**src/logic/calib_hist_pkg.sv**
```systemverilog
package calib_hist_pkg;
   localparam int BYTE_W = 8;
   localparam logic [7:0] APP_MAIN = 8'h03;
   localparam logic [7:0] PAGE_CALIB = 8'h19;
   localparam logic [7:0] PAGE_HIST = 8'h81;
   ////////////////////////////////////////////////////////////////////////////////
   localparam logic [7:0] CAL_FIRST_OFS = 8'h24;
   localparam logic [7:0] CAL_COPY_OFS = 8'hdc;
   localparam logic [7:0] CAL_LAST_OFS = 8'hdf;
   localparam int CAL_DEPTH = 188;
   localparam int CAL_AW = 8;
   ////////////////////////////////////////////////////////////////////////////////
   localparam logic [7:0] HIST_NUM_OFS = 8'h24;
   localparam logic [7:0] HIST_SIZE_OFS = 8'h25;
   localparam logic [7:0] HIST_SLOT_OFS = 8'h26;
   localparam logic [7:0] HIST_FIRST_OFS = 8'h27;
   localparam logic [7:0] HIST_LAST_OFS = 8'ha6;
   localparam int HIST_DEPTH = 128;
   localparam int HIST_AW = 7;
   localparam int SLOT_BIT = 0;
   ////////////////////////////////////////////////////////////////////////////////
   localparam logic [7:0] HIST_SIZE_VAL = 8'h80;
   localparam logic [7:0] NUM_RST = 8'h00;
   localparam logic [7:0] SLOT_RST = 8'h00;
   localparam logic [7:0] COPY_RST = 8'h00;
   localparam logic [7:0] DATA_RST = 8'h00;
   localparam logic [7:0] CAL_OK = 8'h00;
endpackage : calib_hist_pkg

```
**src/logic/page_ram.sv**
```systemverilog
`timescale 1ns/1ps
module page_ram #(
   parameter int DEPTH = 128,
   parameter int AW = 7,
   parameter int DW = 8
) (
   // clock and control
   input wire logic clk,
   input wire logic rst_n,
   input wire logic en,
   // write port
   input wire logic we,
   input wire logic [AW-1:0] waddr,
   input wire logic [DW-1:0] wdata,
   // read port
   input wire logic re,
   input wire logic [AW-1:0] raddr,
   output logic [DW-1:0] rdata,
   output logic busy
);
   import calib_hist_pkg::*;
   logic [DW-1:0] mem [DEPTH];
   logic [AW-1:0] clr_reg;
   logic busy_reg;
   logic [DW-1:0] rdata_reg;
   assign rdata = rdata_reg;
   assign busy = busy_reg;
   ////////////////////////////////////////////////////////////////////////////////
   // contents cannot reset at once, so a sweep writes the reset value after reset
   always_ff @(posedge clk) begin
      if (!rst_n) begin
         clr_reg <= '0;
         busy_reg <= 1'b1;
      end else if (en && busy_reg) begin
         clr_reg <= clr_reg + 1'b1;
         if (clr_reg == AW'(DEPTH - 1)) begin
            busy_reg <= 1'b0;
         end
      end
   end
   always_ff @(posedge clk) begin
      if (en) begin
         if (busy_reg) begin
            mem[clr_reg] <= DW'(DATA_RST);
         end else if (we) begin
            mem[waddr] <= wdata;
         end
      end
   end
   always_ff @(posedge clk) begin
      if (!rst_n) begin
         rdata_reg <= '0;
      end else if (en) begin
         if (busy_reg) begin
            rdata_reg <= '0;
         end else if (re) begin
            rdata_reg <= mem[raddr];
         end
      end
   end
   ////////////////////////////////////////////////////////////////////////////////
   a_ram_readback: assert property (@(posedge clk) disable iff (!rst_n)
      (en && we && !busy) ##1 (en && re && !we && !busy && raddr == $past(waddr))
      |=> rdata == $past(wdata, 2))
      else $error("byte read back differs from byte written");
endmodule : page_ram

```
**src/logic/page_decode.sv**
```systemverilog
`timescale 1ns/1ps
module page_decode (
   // page selection
   input wire logic [7:0] app_id,
   input wire logic [7:0] page_id,
   input wire logic [7:0] addr,
   // page hits
   output logic calib_on,
   output logic hist_on,
   // region hits
   output logic cal_ram_hit,
   output logic cal_copy_hit,
   output logic h_num_hit,
   output logic h_size_hit,
   output logic h_slot_hit,
   output logic h_ram_hit,
   // memory indices
   output logic [calib_hist_pkg::CAL_AW-1:0] cal_idx,
   output logic [calib_hist_pkg::HIST_AW-1:0] h_idx
);
   import calib_hist_pkg::*;
   logic [7:0] cal_diff;
   logic [7:0] h_diff;
   always_comb begin
      calib_on = (app_id == APP_MAIN) && (page_id == PAGE_CALIB);
      hist_on = (app_id == APP_MAIN) && (page_id == PAGE_HIST);
      cal_diff = addr - CAL_FIRST_OFS;
      h_diff = addr - HIST_FIRST_OFS;
      cal_idx = cal_diff;
      h_idx = h_diff[HIST_AW-1:0];
      // the status copy byte lives in a flop, the rest of the block in memory
      cal_copy_hit = calib_on && (addr == CAL_COPY_OFS);
      cal_ram_hit = calib_on && (addr >= CAL_FIRST_OFS) && (addr <= CAL_LAST_OFS)
         && !cal_copy_hit;
      h_num_hit = hist_on && (addr == HIST_NUM_OFS);
      h_size_hit = hist_on && (addr == HIST_SIZE_OFS);
      h_slot_hit = hist_on && (addr == HIST_SLOT_OFS);
      h_ram_hit = hist_on && (addr >= HIST_FIRST_OFS) && (addr <= HIST_LAST_OFS);
   end
endmodule : page_decode

```
**src/logic/calib_histogram_pages.sv**
```systemverilog
`timescale 1ns/1ps
module calib_histogram_pages (
   // clock, reset, enable
   input wire logic CLK_SYS,
   input wire logic RESETN,
   input wire logic CE,
   // page selection from the main application registers
   input wire logic [calib_hist_pkg::BYTE_W-1:0] APP_ID,
   input wire logic [calib_hist_pkg::BYTE_W-1:0] PAGE_ID,
   // host byte register port
   input wire logic [calib_hist_pkg::BYTE_W-1:0] REG_ADDR,
   input wire logic REG_WR,
   input wire logic [calib_hist_pkg::BYTE_W-1:0] REG_WDATA,
   input wire logic REG_RD,
   output logic [calib_hist_pkg::BYTE_W-1:0] REG_RDATA,
   output logic REG_RVALID,
   output logic INIT_BUSY,
   // factory calibration status source
   input wire logic CAL_ACTIVE,
   input wire logic [calib_hist_pkg::BYTE_W-1:0] CAL_STATUS,
   // histogram producer
   input wire logic HIST_WE,
   input wire logic [calib_hist_pkg::HIST_AW-1:0] HIST_IDX,
   input wire logic [calib_hist_pkg::BYTE_W-1:0] HIST_WDATA,
   input wire logic HIST_COMMIT,
   input wire logic [calib_hist_pkg::BYTE_W-1:0] HIST_NUM,
   input wire logic HIST_SLOT,
   output logic HIST_LAST_READ
);
   import calib_hist_pkg::*;

   ////////////////////////////////////////////////////////////////////////////////
   // decode

   logic calib_on;
   logic hist_on;
   logic cal_ram_hit;
   logic cal_copy_hit;
   logic h_num_hit;
   logic h_size_hit;
   logic h_slot_hit;
   logic h_ram_hit;
   logic [CAL_AW-1:0] cal_idx;
   logic [HIST_AW-1:0] h_idx;

   page_decode u_decode (
      .app_id(APP_ID),
      .page_id(PAGE_ID),
      .addr(REG_ADDR),
      .calib_on(calib_on),
      .hist_on(hist_on),
      .cal_ram_hit(cal_ram_hit),
      .cal_copy_hit(cal_copy_hit),
      .h_num_hit(h_num_hit),
      .h_size_hit(h_size_hit),
      .h_slot_hit(h_slot_hit),
      .h_ram_hit(h_ram_hit),
      .cal_idx(cal_idx),
      .h_idx(h_idx)
   );

   ////////////////////////////////////////////////////////////////////////////////
   // calibration block memory

   logic [BYTE_W-1:0] cal_rdata;
   logic cal_busy;
   logic cal_we;
   logic cal_re;

   assign cal_we = REG_WR && cal_ram_hit;
   assign cal_re = REG_RD && cal_ram_hit;

   page_ram #(
      .DEPTH(CAL_DEPTH),
      .AW(CAL_AW),
      .DW(BYTE_W)
   ) u_cal_ram (
      .clk(CLK_SYS),
      .rst_n(RESETN),
      .en(CE),
      .we(cal_we),
      .waddr(cal_idx),
      .wdata(REG_WDATA),
      .re(cal_re),
      .raddr(cal_idx),
      .rdata(cal_rdata),
      .busy(cal_busy)
   );

   ////////////////////////////////////////////////////////////////////////////////
   // histogram data memory

   logic [BYTE_W-1:0] h_rdata;
   logic h_busy;
   logic h_we;
   logic h_re;
   logic [HIST_AW-1:0] h_waddr;
   logic [BYTE_W-1:0] h_wdata;

   // one write port: the producer wins, a host write in that same cycle is dropped
   always_comb begin
      h_we = HIST_WE || (REG_WR && h_ram_hit);
      h_waddr = HIST_WE ? HIST_IDX : h_idx;
      h_wdata = HIST_WE ? HIST_WDATA : REG_WDATA;
   end
   assign h_re = REG_RD && h_ram_hit;

   page_ram #(
      .DEPTH(HIST_DEPTH),
      .AW(HIST_AW),
      .DW(BYTE_W)
   ) u_hist_ram (
      .clk(CLK_SYS),
      .rst_n(RESETN),
      .en(CE),
      .we(h_we),
      .waddr(h_waddr),
      .wdata(h_wdata),
      .re(h_re),
      .raddr(h_idx),
      .rdata(h_rdata),
      .busy(h_busy)
   );

   assign INIT_BUSY = cal_busy || h_busy;

   ////////////////////////////////////////////////////////////////////////////////
   // calibration status copy

   logic [BYTE_W-1:0] copy_reg;

   // the live status copy beats a host write in the same cycle
   always_ff @(posedge CLK_SYS) begin
      if (!RESETN) begin
         copy_reg <= COPY_RST;
      end else if (CE) begin
         if (CAL_ACTIVE) begin
            copy_reg <= CAL_STATUS;
         end else if (REG_WR && cal_copy_hit) begin
            copy_reg <= REG_WDATA;
         end
      end
   end

   ////////////////////////////////////////////////////////////////////////////////
   // histogram header bytes

   logic [BYTE_W-1:0] num_reg;
   logic slot_reg;

   // a producer commit wins over a host write so a new subpacket is never lost
   always_ff @(posedge CLK_SYS) begin
      if (!RESETN) begin
         num_reg <= NUM_RST;
      end else if (CE) begin
         if (HIST_COMMIT) begin
            num_reg <= HIST_NUM;
         end else if (REG_WR && h_num_hit) begin
            num_reg <= REG_WDATA;
         end
      end
   end

   always_ff @(posedge CLK_SYS) begin
      if (!RESETN) begin
         slot_reg <= SLOT_RST[SLOT_BIT];
      end else if (CE) begin
         if (HIST_COMMIT) begin
            slot_reg <= HIST_SLOT;
         end else if (REG_WR && h_slot_hit) begin
            slot_reg <= REG_WDATA[SLOT_BIT];
         end
      end
   end

   ////////////////////////////////////////////////////////////////////////////////
   // read pipeline, stage one: pick source, capture header value

   logic rd_q1;
   logic cal_q1;
   logic hist_q1;
   logic ram_cal_q1;
   logic ram_h_q1;
   logic [BYTE_W-1:0] addr_q1;
   logic [BYTE_W-1:0] hdr_q1;
   logic [BYTE_W-1:0] hdr_next;

   // size writes are accepted and ignored: the byte is a constant
   always_comb begin
      hdr_next = '0;
      if (cal_copy_hit) begin
         hdr_next = copy_reg;
      end else if (h_num_hit) begin
         hdr_next = num_reg;
      end else if (h_size_hit) begin
         hdr_next = HIST_SIZE_VAL;
      end else if (h_slot_hit) begin
         hdr_next = {7'h00, slot_reg};
      end
   end

   always_ff @(posedge CLK_SYS) begin
      if (!RESETN) begin
         rd_q1 <= 1'b0;
         cal_q1 <= 1'b0;
         hist_q1 <= 1'b0;
         ram_cal_q1 <= 1'b0;
         ram_h_q1 <= 1'b0;
         addr_q1 <= '0;
         hdr_q1 <= '0;
      end else if (CE) begin
         rd_q1 <= REG_RD;
         cal_q1 <= calib_on;
         hist_q1 <= hist_on;
         ram_cal_q1 <= cal_re;
         ram_h_q1 <= h_re;
         addr_q1 <= REG_ADDR;
         hdr_q1 <= hdr_next;
      end
   end

   ////////////////////////////////////////////////////////////////////////////////
   // read pipeline, stage two: registered answer

   logic rvalid_reg;
   logic [BYTE_W-1:0] rdata_reg;
   logic last_reg;
   logic cal_q2;
   logic hist_q2;
   logic [BYTE_W-1:0] addr_q2;

   // unselected pages and unmapped offsets answer zero
   always_ff @(posedge CLK_SYS) begin
      if (!RESETN) begin
         rvalid_reg <= 1'b0;
         rdata_reg <= '0;
      end else if (CE) begin
         rvalid_reg <= rd_q1;
         if (ram_cal_q1) begin
            rdata_reg <= cal_rdata;
         end else if (ram_h_q1) begin
            rdata_reg <= h_rdata;
         end else begin
            rdata_reg <= hdr_q1;
         end
      end
   end

   // marks the end of a subpacket read so the producer may present the next one
   always_ff @(posedge CLK_SYS) begin
      if (!RESETN) begin
         last_reg <= 1'b0;
      end else if (CE) begin
         last_reg <= rd_q1 && hist_q1 && (addr_q1 == HIST_LAST_OFS);
      end
   end

   always_ff @(posedge CLK_SYS) begin
      if (!RESETN) begin
         cal_q2 <= 1'b0;
         hist_q2 <= 1'b0;
         addr_q2 <= '0;
      end else if (CE) begin
         cal_q2 <= cal_q1;
         hist_q2 <= hist_q1;
         addr_q2 <= addr_q1;
      end
   end

   assign REG_RVALID = rvalid_reg;
   assign REG_RDATA = rdata_reg;
   assign HIST_LAST_READ = last_reg;

   ////////////////////////////////////////////////////////////////////////////////
   // checks

   a_page_gate: assert property (@(posedge CLK_SYS) disable iff (!RESETN)
      REG_RVALID && !cal_q2 && !hist_q2 |-> REG_RDATA == 8'h00)
      else $error("unselected page returned nonzero data");

   a_payload_const: assert property (@(posedge CLK_SYS) disable iff (!RESETN)
      REG_RVALID && hist_q2 && addr_q2 == HIST_SIZE_OFS |-> REG_RDATA == 8'h80)
      else $error("payload size byte not 0x80");

   a_slot_upper: assert property (@(posedge CLK_SYS) disable iff (!RESETN)
      REG_RVALID && hist_q2 && addr_q2 == HIST_SLOT_OFS |-> REG_RDATA[7:1] == 7'h00)
      else $error("config byte upper bits not zero");

   a_slot_commit: assert property (@(posedge CLK_SYS) disable iff (!RESETN)
      CE && HIST_COMMIT |=> slot_reg == $past(HIST_SLOT))
      else $error("timeslot bit not taken from commit");

   a_copy_status: assert property (@(posedge CLK_SYS) disable iff (!RESETN)
      CE && CAL_ACTIVE |=> copy_reg == $past(CAL_STATUS))
      else $error("status copy not updated");

   a_index_commit: assert property (@(posedge CLK_SYS) disable iff (!RESETN)
      CE && HIST_COMMIT |=> num_reg == $past(HIST_NUM))
      else $error("subpacket number not taken from commit");

   a_data_window: assert property (@(posedge CLK_SYS) disable iff (!RESETN)
      REG_RVALID && hist_q2 && addr_q2 > HIST_LAST_OFS |-> REG_RDATA == 8'h00)
      else $error("byte above last data offset not zero");

   a_cal_window: assert property (@(posedge CLK_SYS) disable iff (!RESETN)
      REG_RVALID && cal_q2 && addr_q2 < CAL_FIRST_OFS |-> REG_RDATA == 8'h00)
      else $error("byte below calibration block not zero");

   a_read_latency: assert property (@(posedge CLK_SYS) disable iff (!RESETN)
      (CE && REG_RD) ##1 CE |=> REG_RVALID)
      else $error("read answer not two enabled cycles later");

   c_cal_read: cover property (@(posedge CLK_SYS) disable iff (!RESETN)
      REG_RVALID && cal_q2 && addr_q2 == CAL_COPY_OFS);
   c_last_read: cover property (@(posedge CLK_SYS) disable iff (!RESETN)
      HIST_LAST_READ);
   c_commit: cover property (@(posedge CLK_SYS) disable iff (!RESETN)
      CE && HIST_COMMIT ##1 CE && REG_RD && h_num_hit);
   c_cal_fail: cover property (@(posedge CLK_SYS) disable iff (!RESETN)
      CE && CAL_ACTIVE && CAL_STATUS != CAL_OK);

endmodule : calib_histogram_pages

```
**config.mk**
```make
export PLATFORM = sky130hd
export DESIGN_NAME = calib_histogram_pages
export DESIGN_NICKNAME = d
export VERILOG_FILES = /design/src/logic/calib_hist_pkg.sv /design/src/logic/page_ram.sv /design/src/logic/page_decode.sv /design/src/logic/calib_histogram_pages.sv
export SDC_FILE = /design/constraint.sdc
export NUM_CORES = 2
export LEC_CHECK = 0
export CELL_PAD_IN_SITES_DETAIL_PLACEMENT = 0
export CELL_PAD_IN_SITES_GLOBAL_PLACEMENT = 2
export CORE_ASPECT_RATIO = 1.5
export CORE_UTILIZATION = 50
export CTS_CLUSTER_SIZE = 40
export DETAILED_ROUTE_END_ITERATION = 6
export DONT_BUFFER_PORTS = 1
export PLACE_DENSITY = 0.8
export SYNTH_ARGS = -nofsm -noshare
export SYNTH_HDL_FRONTEND = slang
export SYNTH_HIERARCHICAL = 1
export SYNTH_SLANG_ARGS = --single-unit
export TNS_END_PERCENT = 1
```
**constraint.sdc**
```tcl
create_clock -name CLK_SYS -period 8.01 [get_ports CLK_SYS]
set_input_delay 0.801 -clock CLK_SYS [delete_from_list [all_inputs] [get_ports CLK_SYS]]
set_output_delay 0.801 -clock CLK_SYS [all_outputs]
set_load 0.01 [all_outputs]
```
==> metrics.txt <==
result of the run=complete, but fails checks; violated checks=capacitance limit, slew limit; first-pass detailed-route iteration total=6; later-pin clock latency in the skew report=between 800 and 900 ps; logic gate share of total power=4.2%; setup repair after global routing missed its margin=false; peak ir drop on the vdd network=roughly 0.00020 V; initial DRC count=between 5000 and 6000; endpoint of the worst register-to-register path=u_cal_ram/mem[76][3]; max-cap violations=1; sequential share of power=54.1%; die outline height=558 um; area of the die=between 0.2 and 0.25 sq mm; CTS max path bufs=3; Pint=between 20000 and 25000 uW; number of buffers inserted by port buffering=0; cell count of the worst reg-to-reg path=6; slew at the pin with the worst max-slew slack=~2200 ps; GR Util met2=between 40% and 50%; final critical-path share of the clock period=68.3%; Resize count post-CTS=0; count of vias placed by the detailed router=~51000; Crit path required time=approximately 8500 ps; TritonCTS clock tree=yes; largest fanout of any net on the critical path=around 370; setup slack, reg-to-reg=about 3700 ps; Die X-Extent=between 300 and 400 um; Layout area overhead=10.4%; worst relative slew slack=-49.0%; number of flip-flops under the largest register name=1504; CTS Sinks=2608; initial standard-cell utilization of the core=around 50%; Largest regs=u_cal_ram/mem x1504, u_hist_ram/mem x1024; capture point of the worst path=u_cal_ram/mem[76][3]; skew final=32.1 ps; average wire per cell in the routed design=~33 um; via count of the first global-routing pass=between 50000 and 60000; switching power summed over all nets=between 5000 and 6000 uW; kind of end point of the critical path=flip-flop; Static Leakage=just over 0.04 uW; post-detailed-route DRC marker count=0; classification of the worst-slack hold path=in -> reg; met1 Resource Use GR=roughly 30%; wire length of the first global-routing pass=382 mm; Placed Instance Area=between 0.1 and 0.15 sq mm; post-synth net total=about 5300; ports placed on the boundary=slightly above 80; combined global-route utilization of all metal layers=26.3%; met3 global-route usage=~4.4%; buffer type at the clock tree root=sky130_fd_sc_hd__clkbuf_16; critical path startpoint=REG_ADDR[0]; average via count per standard cell=between 6 and 7; Avg Cell Area, Syn=19.8 sq um; total global routing overflow=0; H-tree lvl count=4; max-slew violations=~330; worst hold-check slack=around 91 ps; initial antenna violation count=11; kind of critical path=in -> reg; most crowded layer after global routing=met2; RD Place Congestion=0.911; power density relative to cell area=240 mW/mm^2; row count=between 200 and 250; Final setup viols=0; data arrival time of the critical path=5960 ps; Reg-to-Reg Start=u_cal_ram/busy; Ys Warns=6; final cell area excluding filler cells=between 0.1 and 0.15 sq mm; clock share of power=between 40% and 50%; register with the highest flop count=u_cal_ram/mem; setup tns final=0 ps; fraction of final layout cells with drive strength greater than 1=about a fifth; fmax=0.183 GHz; gate count of the mapped netlist=about 5200; post-synthesis instance area=0.103 sq mm; hpwl dp=between 150 and 200 mm; Switching Share=roughly a fifth; time the worst path needs with I/O delays and setup=5470 ps; routed wire length=271 mm; TritonCTS buffer count=about 230; number of hold-slack violations in the final timing report=0; clock-pin transition on the worst setup and hold timing paths=60 ps; net count reported at finish=between 5000 and 6000; type of origin of the critical path=input pin; Antenna Violating Nets Remaining=0; Placeable Area=between 0.2 and 0.25 sq mm; pin count of the biggest net entering global routing=around 390
[worst min-delay path by stage]
stage	slack, ps	endpoint	startpoint	depth (start not counted)
floorplan	430	u_hist_ram/rdata[1]	u_hist_ram/rdata[1]	2
global placement	450	u_hist_ram/rdata[1]	u_hist_ram/rdata[1]	2
detailed placement	450	u_hist_ram/rdata[1]	u_hist_ram/rdata[1]	2
CTS	30	addr_q1[0]	RESETN	1
global route	50	addr_q1[6]	RESETN	1
finish	90	addr_q1[0]	RESETN	1
[per-stage QoR]
| stage | instances | power, uW | utilization (%) | worst slack, ps |
|---|---|---|---|---|
| global placement | 7665 | 16200 | 51.8 | 1820 |
| CTS | 8093 | 27500 | 55.6 | 2740 |
| global route | 8096 | 28000 | 55.6 | 2470 |
| detailed placement | 7665 | 16200 | 51.8 | 1810 |
| finish | 8101 | 27300 | 55.6 | 2540 |
| floorplan | 5198 | 15800 | - | 2200 |
[final cells by class]
class | count | area [sq um]
inverter | 26 | 110
timing repair buffer | 97 | 868
sequential | 2608 | 77500
fill | 15400 | 90600
clock inverter | 138 | 1600
clock buffer | 289 | 6210
multi-input combinational | 2270 | 23900
antenna | 8 | 20.0
tap | 2665 | 3330
[cell usage in the layout (no fill, tap or decap), types with 33 or more instances in the layout]
cell                        count
sky130_fd_sc_hd__nor2_1       358
sky130_fd_sc_hd__nand3_1      124
sky130_fd_sc_hd__edfxtp_1    2528
sky130_fd_sc_hd__nand2_1      153
sky130_fd_sc_hd__nor2b_1       39
sky130_fd_sc_hd__mux2i_1      284
sky130_fd_sc_hd__clkinv_1      43
sky130_fd_sc_hd__buf_4         85
sky130_fd_sc_hd__clkbuf_1      42
sky130_fd_sc_hd__clkbuf_16    236
sky130_fd_sc_hd__mux2_2        33
sky130_fd_sc_hd__bufinv_16     33
sky130_fd_sc_hd__a22oi_1      101
sky130_fd_sc_hd__mux4_2       569
sky130_fd_sc_hd__o22ai_1       34
sky130_fd_sc_hd__o21ai_0       67
sky130_fd_sc_hd__a21oi_1       72
sky130_fd_sc_hd__clkinv_2      43
sky130_fd_sc_hd__dfxtp_1       80
[power by group through the flow]
stage               clock network, uW  registers, uW  logic [uW]
finish                          11400          14800        1140
global placement                    0          15100        1120
global route                    12100          14800        1160
detailed placement                  0          15100        1120
CTS                             11600          14800        1120
floorplan                           0          15100         793
[routing by layer]
layer,up-vias,part of all wire (%)
li1,21500,-
met1,27100,34
met2,1963,53
met3,555,6.0
met4,8,6.4
met5,-,0.020
[worst max-delay path, stage by stage]
cell and delay, ps:
sky130_fd_sc_hd__inv_8 450, sky130_fd_sc_hd__nand3_1 140, sky130_fd_sc_hd__or4_4 440, sky130_fd_sc_hd__a311oi_1 660
sky130_fd_sc_hd__and2_1 340, sky130_fd_sc_hd__nor2_1 70, sky130_fd_sc_hd__nor2_1 780, sky130_fd_sc_hd__nand3_1 1160
sky130_fd_sc_hd__nor2_1 1020
[timing repair]
action | in CTS | in global routing
buffers inserted | 0 | 0
hold buffers | 1 | 0
endpoints found under the hold margin | 1 | 0
Note: power is estimated with default switching activity, not from simulation.
